<file path="src/design/conv_ctrl_pkg.sv">
/*
 Constants shared by the converter control block and its clock divider.
 Assumes a 32-bit APB register bus and a 10-bit successive approximation
 converter core.
*/
package conv_ctrl_pkg;

  // ----------------------------------------------------------------
  // Register byte addresses
  // ----------------------------------------------------------------
  localparam logic [7:0] ADDR_CONTROL = 8'h00;
  localparam logic [7:0] ADDR_STATUS = 8'h04;
  localparam logic [7:0] ADDR_CLEAR = 8'h08;
  localparam logic [7:0] ADDR_ENABLE = 8'h0C;
  localparam logic [7:0] ADDR_RESULT = 8'h10;

  // ----------------------------------------------------------------
  // Field layout of converter_control_third
  // ----------------------------------------------------------------
  localparam int CLKSEL_LSB = 0;
  localparam int CLKSEL_W = 3;
  localparam int JUSTIFY_BIT = 3;
  localparam int GO_BIT = 4;
  localparam int DONE_BIT = 0;

  // ----------------------------------------------------------------
  // Reset values and sizes
  // ----------------------------------------------------------------
  localparam logic [2:0] CLKSEL_RESET = 3'h0;
  localparam logic JUSTIFY_RIGHT = 1'b1;
  localparam logic JUSTIFY_RESET = 1'b0;
  localparam int RESULT_BITS = 10;
  localparam int RESULT_REG_W = 16;
  localparam int DIV_CNT_W = 6;

  // Conversion clock select codes with the RC clock on x11
  localparam logic [1:0] CLKSEL_RC_LOW = 2'h3;

  typedef enum logic [1:0] {
    sar_idle,
    sar_sample,
    sar_convert,
    sar_finish
  } sar_state_e;

  typedef enum logic [1:0] {
    core_run,
    core_asleep,
    core_next_instr,
    core_dispatch
  } wake_state_e;

endpackage

</file>
<file path="src/design/conv_clock_gen.sv">
/*
 Conversion bit period tick generator.
 Assumes rc_osc comes from the dedicated RC oscillator, asynchronous to
 ref_clk and well below half its rate.
*/
`timescale 1ns/1ps
`default_nettype none

module conv_clock_gen
  import conv_ctrl_pkg::*;
(
  input wire logic ref_clk,
  input wire logic rst,
  input wire logic [2:0] conv_clock_select,
  input wire logic rc_osc,
  output logic conv_bit_period
);

  // ----------------------------------------------------------------
  // Divider and RC clock sampling
  // ----------------------------------------------------------------
  logic [DIV_CNT_W-1:0] div_cnt;
  logic rc_meta;
  logic rc_sync;
  logic rc_last;

  // Exponent 1..6 from the scrambled select code
  wire [2:0] div_exp = {conv_clock_select[1:0], conv_clock_select[2]}
                       + 3'h1;
  wire [DIV_CNT_W-1:0] div_mask = DIV_CNT_W'((7'h01 << div_exp) - 7'h01);
  wire use_rc = (conv_clock_select[1:0] == CLKSEL_RC_LOW);
  wire div_tick = ((div_cnt & div_mask) == div_mask);
  wire rc_tick = rc_sync & ~rc_last;
  wire next_tick = use_rc ? rc_tick : div_tick;

  // Free running divider counter
  always_ff @(posedge ref_clk or posedge rst)
  begin
    if (rst)
      div_cnt <= '0;
    else
      div_cnt <= div_cnt + 1'b1;
  end

  // Two flip-flop synchroniser and edge detect for the RC clock
  always_ff @(posedge ref_clk or posedge rst)
  begin
    if (rst)
    begin
      rc_meta <= 1'b0;
      rc_sync <= 1'b0;
      rc_last <= 1'b0;
      conv_bit_period <= 1'b0;
    end
    else
    begin
      rc_meta <= rc_osc;
      rc_sync <= rc_meta;
      rc_last <= rc_sync;
      conv_bit_period <= next_tick;
    end
  end

endmodule

`default_nettype wire

</file>
<file path="src/design/conv_ctrl.sv">
/*
 Converter control: APB registers, conversion clock select, successive
 approximation sequencer, done flag with interrupt, wake from Sleep and
 result justification.
 Assumes the analog comparator output arrives asynchronously and the core
 reports Sleep and its global interrupt enable on the ref_clk domain.
*/
// Local design decisions: the APB register port and the register addresses.
`timescale 1ns/1ps
`default_nettype none

module conv_ctrl
  import conv_ctrl_pkg::*;
(
  input wire logic ref_clk,
  input wire logic rst,
  input wire logic psel,
  input wire logic penable,
  input wire logic pwrite,
  input wire logic [7:0] paddr,
  input wire logic [31:0] pwdata,
  output logic [31:0] prdata,
  output logic pready,
  output logic pslverr,
  input wire logic rc_osc,
  input wire logic comp_out,
  output logic [RESULT_BITS-1:0] dac_code,
  output logic sample_hold,
  input wire logic sleep_mode,
  input wire logic global_irq_enable,
  output logic conv_irq,
  output logic wake_req,
  output logic exec_next_instr,
  output logic vector_isr,
  output logic resume_inline
);

  // ----------------------------------------------------------------
  // Register bus decode
  // ----------------------------------------------------------------
  logic [2:0] conv_clock_select;
  logic result_justify_select;
  logic conv_done_flag;
  logic conv_irq_enable;
  logic [RESULT_REG_W-1:0] result;
  sar_state_e sar_state;

  wire setup = psel & ~penable;
  wire wr_access = psel & penable & pwrite & pready;
  wire hit_control = (paddr == ADDR_CONTROL);
  wire hit_status = (paddr == ADDR_STATUS);
  wire hit_clear = (paddr == ADDR_CLEAR);
  wire hit_enable = (paddr == ADDR_ENABLE);
  wire hit_result = (paddr == ADDR_RESULT);
  wire mapped = hit_control | hit_status | hit_clear | hit_enable |
                hit_result;
  wire wr_control = wr_access & hit_control;
  wire wr_clear = wr_access & hit_clear;
  wire wr_enable = wr_access & hit_enable;
  wire busy = (sar_state != sar_idle);
  wire start_req = wr_control & pwdata[GO_BIT] & ~busy;

  // Read mux, write-only and unmapped words read as zero
  logic [31:0] rd_word;
  always_comb
  begin
    rd_word = 32'h0000_0000;
    if (hit_control)
    begin
      rd_word[CLKSEL_LSB +: CLKSEL_W] = conv_clock_select;
      rd_word[JUSTIFY_BIT] = result_justify_select;
      rd_word[GO_BIT] = busy;
    end
    else if (hit_status)
      rd_word[DONE_BIT] = conv_done_flag;
    else if (hit_enable)
      rd_word[DONE_BIT] = conv_irq_enable;
    else if (hit_result)
      rd_word[RESULT_REG_W-1:0] = result;
  end

  // Zero wait answer: pready in the first access cycle
  always_ff @(posedge ref_clk or posedge rst)
  begin
    if (rst)
    begin
      pready <= 1'b0;
      pslverr <= 1'b0;
      prdata <= 32'h0000_0000;
    end
    else
    begin
      pready <= setup;
      pslverr <= setup & ~mapped;
      if (setup)
        prdata <= pwrite ? 32'h0000_0000 : rd_word;
    end
  end

  // Control and enable registers, control ignored while a conversion runs, enable always written
  always_ff @(posedge ref_clk or posedge rst)
  begin
    if (rst)
    begin
      conv_clock_select <= CLKSEL_RESET;
      result_justify_select <= JUSTIFY_RESET;
      conv_irq_enable <= 1'b0;
    end
    else
    begin
      if (wr_control & ~busy)
      begin
        conv_clock_select <= pwdata[CLKSEL_LSB +: CLKSEL_W];
        result_justify_select <= pwdata[JUSTIFY_BIT];
      end
      if (wr_enable)
        conv_irq_enable <= pwdata[DONE_BIT];
    end
  end

  // ----------------------------------------------------------------
  // Conversion clock and comparator input
  // ----------------------------------------------------------------
  logic conv_bit_period;
  logic comp_meta;
  logic comp_sync;

  conv_clock_gen clock_gen (
    .ref_clk(ref_clk),
    .rst(rst),
    .conv_clock_select(conv_clock_select),
    .rc_osc(rc_osc),
    .conv_bit_period(conv_bit_period)
  );

  // Comparator output synchroniser
  always_ff @(posedge ref_clk or posedge rst)
  begin
    if (rst)
    begin
      comp_meta <= 1'b0;
      comp_sync <= 1'b0;
    end
    else
    begin
      comp_meta <= comp_out;
      comp_sync <= comp_meta;
    end
  end

  // ----------------------------------------------------------------
  // Successive approximation sequencer
  // ----------------------------------------------------------------
  logic [3:0] bit_idx;
  logic conv_end;
  sar_state_e next_state;

  // Trial bit and kept code for the current step
  wire [RESULT_BITS-1:0] trial = RESULT_BITS'(1) << bit_idx;
  wire [RESULT_BITS-1:0] kept = comp_sync ? dac_code : (dac_code & ~trial);
  wire [RESULT_BITS-1:0] step_code = (bit_idx == 4'h0) ? kept :
                                     (kept | (trial >> 1));

  // Next state of the sequencer
  always_comb
  begin
    next_state = sar_state;
    case (sar_state)
      sar_idle:
        if (start_req)
          next_state = sar_sample;
      sar_sample:
        if (conv_bit_period)
          next_state = sar_convert;
      sar_convert:
        if (conv_bit_period && bit_idx == 4'h0)
          next_state = sar_finish;
      default:
        next_state = sar_idle;
    endcase
  end

  // Sequencer registers
  always_ff @(posedge ref_clk or posedge rst)
  begin
    if (rst)
    begin
      sar_state <= sar_idle;
      bit_idx <= 4'h0;
      dac_code <= '0;
      sample_hold <= 1'b0;
      conv_end <= 1'b0;
    end
    else
    begin
      sar_state <= next_state;
      conv_end <= (sar_state == sar_finish);
      sample_hold <= (next_state == sar_sample);
      if (sar_state == sar_sample && conv_bit_period)
      begin
        bit_idx <= 4'(RESULT_BITS - 1);
        dac_code <= RESULT_BITS'(1) << (RESULT_BITS - 1);
      end
      else if (sar_state == sar_convert && conv_bit_period)
      begin
        dac_code <= step_code;
        if (bit_idx != 4'h0)
          bit_idx <= bit_idx - 4'h1;
      end
    end
  end

  // Result formatting into the 16-bit pair
  wire [RESULT_REG_W-1:0] right_fmt = {6'h00, dac_code};
  wire [RESULT_REG_W-1:0] left_fmt = {dac_code, 6'h00};
  wire [RESULT_REG_W-1:0] next_result =
    (result_justify_select == JUSTIFY_RIGHT) ? right_fmt : left_fmt;

  always_ff @(posedge ref_clk or posedge rst)
  begin
    if (rst)
      result <= '0;
    else if (sar_state == sar_finish)
      result <= next_result;
  end

  // ----------------------------------------------------------------
  // Done flag, interrupt and wake
  // ----------------------------------------------------------------
  // Set wins over a clear in the same cycle
  wire clr_done = wr_clear & pwdata[DONE_BIT];
  wire next_done = conv_end | (conv_done_flag & ~clr_done);
  wire irq_cond = next_done & conv_irq_enable;

  always_ff @(posedge ref_clk or posedge rst)
  begin
    if (rst)
    begin
      conv_done_flag <= 1'b0;
      conv_irq <= 1'b0;
      wake_req <= 1'b0;
    end
    else
    begin
      conv_done_flag <= next_done;
      conv_irq <= irq_cond;
      wake_req <= irq_cond & sleep_mode;
    end
  end

  // ----------------------------------------------------------------
  // Resume sequence after wake from Sleep
  // ----------------------------------------------------------------
  wake_state_e wake_state;

  always_ff @(posedge ref_clk or posedge rst)
  begin
    if (rst)
    begin
      wake_state <= core_run;
      exec_next_instr <= 1'b0;
      vector_isr <= 1'b0;
      resume_inline <= 1'b0;
    end
    else
    begin
      exec_next_instr <= 1'b0;
      vector_isr <= 1'b0;
      resume_inline <= 1'b0;
      case (wake_state)
        core_run:
          if (sleep_mode)
            wake_state <= core_asleep;
        core_asleep:
          if (wake_req)
          begin
            wake_state <= core_next_instr;
            exec_next_instr <= 1'b1;
          end
          else if (!sleep_mode)
            wake_state <= core_run;
        core_next_instr:
          begin
            wake_state <= core_dispatch;
            vector_isr <= global_irq_enable;
            resume_inline <= ~global_irq_enable;
          end
        default:
          wake_state <= sleep_mode ? core_dispatch : core_run;
      endcase
    end
  end

  // Cycles spent in the sample phase waiting for a bit period tick
  localparam int SAMPLE_LIMIT = 2000;
  logic [10:0] sample_cnt;

  always_ff @(posedge ref_clk or posedge rst)
  begin
    if (rst)
      sample_cnt <= 11'h000;
    else
      sample_cnt <= (sar_state == sar_sample) ? sample_cnt + 11'h001 : 11'h000;
  end
endmodule

`default_nettype wire

</file>
<file path="config.mk">
export PLATFORM = sky130hd
export DESIGN_NAME = conv_ctrl
export DESIGN_NICKNAME = d
export VERILOG_FILES = /design/src/design/conv_ctrl_pkg.sv /design/src/design/conv_clock_gen.sv /design/src/design/conv_ctrl.sv
export SDC_FILE = /design/constraint.sdc
export NUM_CORES = 1
export LEC_CHECK = 0
export BUFFER_PORTS_ARGS = -buffer_cell sky130_fd_sc_hd__buf_2
export CAP_MARGIN = 30
export CORE_MARGIN = 2
export CORE_UTILIZATION = 50
export CTS_BUF_LIST = sky130_fd_sc_hd__clkbuf_8 sky130_fd_sc_hd__clkbuf_16
export DETAILED_ROUTE_END_ITERATION = 8
export PLACE_DENSITY_LB_ADDON = 0.1
export SLEW_MARGIN = 20
export SYNTH_ARGS = -nofsm -noshare
export SYNTH_HDL_FRONTEND = slang
export SYNTH_SLANG_ARGS = --single-unit
export TNS_END_PERCENT = 1
</file>
<file path="constraint.sdc">
create_clock -name ref_clk -period 4.15 [get_ports ref_clk]
set_input_delay 0.83 -clock ref_clk [delete_from_list [all_inputs] [get_ports ref_clk]]
set_output_delay 0.83 -clock ref_clk [all_outputs]
set_load 0.05 [all_outputs]
</file>
After elaboration in Yosys (flattened, before gate mapping). Index checks and enable logic that the tools add are counted. W data, S select, Z words.

Bits in registers: 93. Input bits: 49. Output and inout bits: 50. Word-level logic and storage cells: 120.

Add/subtract/negate cells: 4. Eq/ne operators: 14. Shift-type cells: 2. Mux-type cells: 30. Bitwise gates (word level): 31. Reductions and logical operators: 13.

Operator list (number): $mux W16 (3); $mux W10 (4); $mux W15 (2); $and A1 B1 Y1 (16); $eq A8 B4 Y1 const B (2); $mux W2 (7); $mux W4 (3); $pmux W2 S3 (2); $mux W11 (1); $and A10 B10 Y10 (1); $not A10 Y10 (1); $or A10 B9 Y10 (1); $shl A1 B4 Y10 const A (1); $eq A2 B2 Y1 const B (4); $eq A8 B3 Y1 const B (1); $eq A8 B5 Y1 const B (1); $logic_not A8 Y1 (1); $mux W1 (7); $add A6 B1 Y6 const B (1); $and A6 B6 Y6 (1); $eq A2 B1 Y1 const B (3); $eq A6 B6 Y1 (1); $not A1 Y1 (6); $reduce_bool A2 Y1 (3); 13 further kinds (21).

Longest topological paths before layout.
Depth after elaboration: 10. Mapped depth: 6. Gate-level depth less buffers: 6.

Modules after synthesis. From an unflattened synthesis, not the netlist that was laid out.

Cell total of the unflattened synthesis: 324. Area total of the unflattened synthesis: 3417.0 µm².

By module, submodules not included: conv_ctrl (instances 1, cells each 291, area each 3009.1 µm², sequential area each 1676.6 µm²); conv_clock_gen (instances 1, cells each 33, area each 407.9 µm², sequential area each 250.2 µm²).

Worst setup path before layout. No wires, ideal clock.

Path type: input -> register. Start: in paddr[1]. End: reg prdata[4]. Library setup time: 0.076 ns. Data arrival time: 2.132 ns. Data required time: 4.074 ns. Path slack: 1.942 ns. Stages on the path: 4. Buffers on the path: 0. Cell sequence: or3_4 > or3_1 > or4_4 > o21ai_1.

Word-level cells in the longest chain between the ends: 6. Elaborated cells on any way between the ends: 9. Classes of those cells: eq/ne (3); mux (5); reduce/logical (1).

Ends and longest elaborated chain: from (decl) (line conv_ctrl.sv:20) `input wire logic [7:0] paddr,`; $eq A8 B5 Y1 (line conv_ctrl.sv:54) `wire hit_result = (paddr == ADDR_RESULT);`; $mux W16 (line conv_ctrl.sv:78) `else if (hit_result)`; $mux W15 (line conv_ctrl.sv:76) `else if (hit_enable)`; $mux W15 (line conv_ctrl.sv:74) `else if (hit_status)`; $mux W5 * (line conv_ctrl.sv:68) `if (hit_control)`; $mux W16 * (line conv_ctrl.sv:96) `prdata <= pwrite ? 32'h0000_0000 : rd_word;`; to (signal assigned) (line conv_ctrl.sv:96); to (decl) (line conv_ctrl.sv:22) `output logic [31:0] prdata,`.

Every way passes the cells marked *; elsewhere a longest branch is shown, timed or not. A chain may end at the register's enable or synchronous reset.

Worst setup path after layout.
Start: in paddr[1]. End: reg conv_irq_enable.

Word-level cells in the longest chain between the ends: 2.

Ends and longest elaborated chain: $eq A8 B4 Y1 (line conv_ctrl.sv:53) `wire hit_enable = (paddr == ADDR_ENABLE);`; $and A1 B1 Y1 (line conv_ctrl.sv:59) `wire wr_enable = wr_access & hit_enable;`; to (signal assigned) (line conv_ctrl.sv:117) `conv_irq_enable <= pwdata[DONE_BIT];`; to (decl) (line conv_ctrl.sv:44) `logic conv_irq_enable;`.

No other way between the ends.

==> results <==
- The number of nets in the finished design is 435.
- In this run the cell area of the synthesized design comes to 3390 um2.
- The design area is 3890 um2.
- The required time at the endpoint of the critical path is 4.37 ns.
- Setup repair after global routing left no endpoint under its margin.
- The floorplan step defined a core boundary enclosing 6680 um2.
- The min-delay analysis places its worst path in the category reg -> reg.
- The worst hold path terminates at comp_sync.
- Once the clock tree was built, the setup fixing pass inserted 0 buffers.
- The critical hold path startpoint is comp_meta.
- For this run, the register share of the synthesized area comes to 0.568.
- Data arrives at the worst endpoint at 2.37 ns.
- The master cell of the clock root buffer is sky130_fd_sc_hd__clkbuf_8.
- The TritonCTS clock tree is built.
- For this block, the via count after detailed routing is 2426.
- Derived from the worst setup path, the maximum achievable clock frequency is 0.465 GHz.
- The proportion of total power due to net switching is 0.336.
- The die footprint is 7460 um2.
- The average wire per standard cell is 13.8 um.
- The number of warnings reported in the yosys synthesis log is 0.
- The mean number of vias per cell is 5.22.
- The initial antenna violation count is 0.
- The flip-flop and latch count after synthesis is 77.
- The floorplan has 30 rows.
- In the post-route analysis, the smallest setup slack over all paths is 2.00 ns.
- Traced cell by cell, the critical path runs through buf_2, or3_4, nor4_2, and3_1, mux2_1.
- The worst path in the final design needs a cycle of 2.15 ns, including I/O delays and setup.
- The final total negative setup slack is 0 ns.
- The highest-delay cell along the critical path is sky130_fd_sc_hd__nor4_2.
- The multi-input combinational cell area is 1310 um2.
- Counting instances, the worst hold path has a depth of 0.
- The number of nets with antenna violations after routing is 0.
- The global placer's final weighted congestion is 0.816.
- Counting cells, the worst reg-to-reg path comes to 6.
- The maximum root-to-sink buffer count is 2.
- After technology mapping, the gate count stands at 327.
- The worst setup path is of the in -> reg kind.
- The floorplan step set the die width to 86.4 um.
- The run finished with clean final reports.
- The max-slew violation count is 0.
- The number of buffers inserted for hold repair after clock tree synthesis is 0.
- Final hold analysis gives a worst-case slack of 0.352 ns.
- The area growth from synthesis to layout is 14.7%.
- The total CTS buffers is 9.
- The post-detailed-placement cell area is 3680 um2.
- The residual overflow from global routing is 0.
- Of all flip-flops after synthesis, the portion carrying an async set or reset was 1.00.
- The flip-flop and latch area is 1930 um2.
- The number of levels in the clock H-tree is 3.
- The wire-length estimate of the detail-placed layout is 4.54 mm.
- The element type at the critical path start is an input pin.
- Entering global routing, the biggest net connects 34 pins.
- The clock insertion delay at the later pin of the skew report is 0.34 ns.
- The repair_antennas step left the layout with diodes totalling 0.
- The global-route total usage across every layer is 0.184.
- The count of buffers inserted at the top-level ports is 55.
- For this run, the detailed router's first-pass iteration total came to 5.
- The finished layout holds 465 standard cells, fillers aside.
- The switching component of the power is 0.633 mW.
- The peak ir drop on the vdd network is 0.000300 V.
- The number of max-cap violations is 0.
- For this run, the slowest stage of the critical path takes 0.50 ns.
- The launch instance of the worst register-to-register path is bit_idx[0].
- The initial core utilization is 0.508.
- The share of the clock period used by the worst path is 0.518.
- The cell leakage power is 2.01 nW.
- The largest fanout on the critical path is 4.
- The first global-routing pass estimated 10.8 mm of wire.
- The number of hold violations in the final report is 0.
- The share of total power dissipated in sequential elements is 0.477.
- Across the routed clock network, the largest skew measured is 0.00753 ns.
- The completed layout was analyzed and its total power is 1.88 mW.
- The share of total power dissipated in the clock network is 0.316.
- Timing analysis after detailed placement gives a worst setup slack of 1.66 ns.
- STA classifies the critical path endpoint as a flop.
- The relative contribution of combinational cells to total power is 0.207.
- The share of cells above drive strength 1 is 0.218.
- The transition at the pin with the smallest max-transition slack is 0.835 ns.
- The mean post-synth cell area is 10.4 um2.
- The remaining design rule violation count is 0.
- The cell area power density is 484 nW/um2.
- The height of the die is 86.4 um.
- The internal reg-to-reg setup slack is 2.19 ns.
- Including well taps, the total number of placed cells is 449.
- The worst reg2reg path endpoint is sample_hold.
- The worst slew margin relative to its limit is 0.442.
- Gates resized during post-CTS repair numbered 0.
- For this block, the initial DRC count from the detailed router was 150.
- The internal portion of the total power is 1.25 mW.
- The clock-pin slew reported for the worst setup and hold paths after clock tree synthesis is 0.07 ns.
- The layout has 597 filler cells.
- The number of placed I/O pins is 99.
- The utilization after layout is 0.582.
- The number of flops mapped to enable cells by yosys is 0.
- The most used flip-flop cell after synthesis is sky130_fd_sc_hd__dfrtp_1.
- The routed design has 6.43 mm of wire.
- Clock tree synthesis found a total of 77 sinks.
- The final-report setup violation count is 0.
- The number of different library cells in the post-synthesis netlist is 45.
- The via count of the first global-routing pass is 2249.
-- worst max-delay path by stage --
stage | startpoint | endpoint | slack, ns | cells after the start
6_report | paddr[1] | conv_irq_enable | 2.00 | 5
5_1_grt | penable | prdata[15] | 1.87 | 5
4_1_cts | paddr[1] | result_justify_select | 2.01 | 5
3_5_place_dp | paddr[1] | conv_clock_select[2] | 1.66 | 5
3_3_place_gp | paddr[1] | conv_clock_select[1] | 1.66 | 5
2_1_floorplan | rst | bit_idx[0] | 1.35 | 1
-- worst max-delay path, delay by kind of cell --
family / cells / cell delay [ns]
and+or+nand+nor: 3 / 1.13
muxes: 1 / 0.31
buffers and inverters: 1 / 0.10
-- synthesized netlist by cell type (5+ instances only) --
| library cell | instances | area (um2) |
|---|---|---|
| sky130_fd_sc_hd__nand2b_1 | 9 | 56.3 |
| sky130_fd_sc_hd__mux2i_1 | 8 | 80.1 |
| sky130_fd_sc_hd__mux2_2 | 5 | 56.3 |
| sky130_fd_sc_hd__a22o_1 | 11 | 96.3 |
| sky130_fd_sc_hd__nand2_1 | 50 | 188 |
| sky130_fd_sc_hd__ha_1 | 6 | 75.1 |
| sky130_fd_sc_hd__inv_1 | 11 | 41.3 |
| sky130_fd_sc_hd__nand3_1 | 12 | 60.1 |
| sky130_fd_sc_hd__clkbuf_1 | 14 | 52.6 |
| sky130_fd_sc_hd__o21ai_0 | 34 | 170 |
| sky130_fd_sc_hd__a21oi_1 | 14 | 70.1 |
| sky130_fd_sc_hd__buf_4 | 16 | 120 |
| sky130_fd_sc_hd__and3_1 | 7 | 43.8 |
| sky130_fd_sc_hd__o21ai_1 | 5 | 25.0 |
| sky130_fd_sc_hd__nor2_1 | 9 | 33.8 |
| sky130_fd_sc_hd__dfrtp_1 | 77 | 1930 |
-- cells in the final DEF (no fill, tap or decap), types with 3 or more instances in the layout --
cell type,count
sky130_fd_sc_hd__xnor2_1,3
sky130_fd_sc_hd__a22o_1,11
sky130_fd_sc_hd__conb_1,16
sky130_fd_sc_hd__o21ai_0,34
sky130_fd_sc_hd__and3_1,7
sky130_fd_sc_hd__a21oi_1,14
sky130_fd_sc_hd__nor2_1,9
sky130_fd_sc_hd__clkbuf_8,9
sky130_fd_sc_hd__mux2_2,5
sky130_fd_sc_hd__dfrtp_1,77
sky130_fd_sc_hd__nand3_1,12
sky130_fd_sc_hd__nand2b_1,9
sky130_fd_sc_hd__inv_1,13
sky130_fd_sc_hd__buf_2,55
sky130_fd_sc_hd__mux2i_1,8
sky130_fd_sc_hd__nand2_1,50
sky130_fd_sc_hd__nor3_1,3
sky130_fd_sc_hd__o21ai_1,5
sky130_fd_sc_hd__ha_1,6
-- layer usage --
metal / GRT usage / part of all wire / vias up
met4: 0.0554 / 0.0082 / 0
met2: 0.269 / 0.46 / 45
li1: - / - / 1200
met3: 0.0410 / 0.041 / 5
met1: 0.276 / 0.49 / 1176
met5: 0 / 0 / -
-- area by class of cell --
cell class,count,share of cell area
clock buffers,9,0.0318
clock inverters,7,0.0215
repair buffers,58,0.0797
inverters,11,0.0106
well taps,80,0.0257
multi-input cells,223,0.335
flip-flops and latches,77,0.495
-- logic make-up after synthesis --
logic type	Yosys count	share of synthesized area
adders and majority gates	6	0.0221
DFF	77	0.568
AOI/OAI and AO/OA	74	0.130
muxes	14	0.0435
other	1	0.00111
buffers and inverters	42	0.0642
and+or+nand+nor	108	0.158
xor gates and xnor gates	5	0.0129
-- state kept, by name, summed over array words and instances, names as in the netlist, 2 cells and up --
register	count
bit_idx	4
clock_gen.div_cnt	6
conv_clock_select	3
dac_code	10
prdata	16
result	16
sar_state	2
wake_state	2
-- power groups by stage --
stage	Combinational [mW]	Clock, mW	Sequential [mW]
floorplan	0.228	0	0.979
global placement	0.382	0	0.909
detailed placement	0.389	0	0.912
CTS	0.391	0.608	0.898
global route	0.430	0.647	0.912
finish	0.390	0.595	0.898
Power figures use the tool's default switching activity.
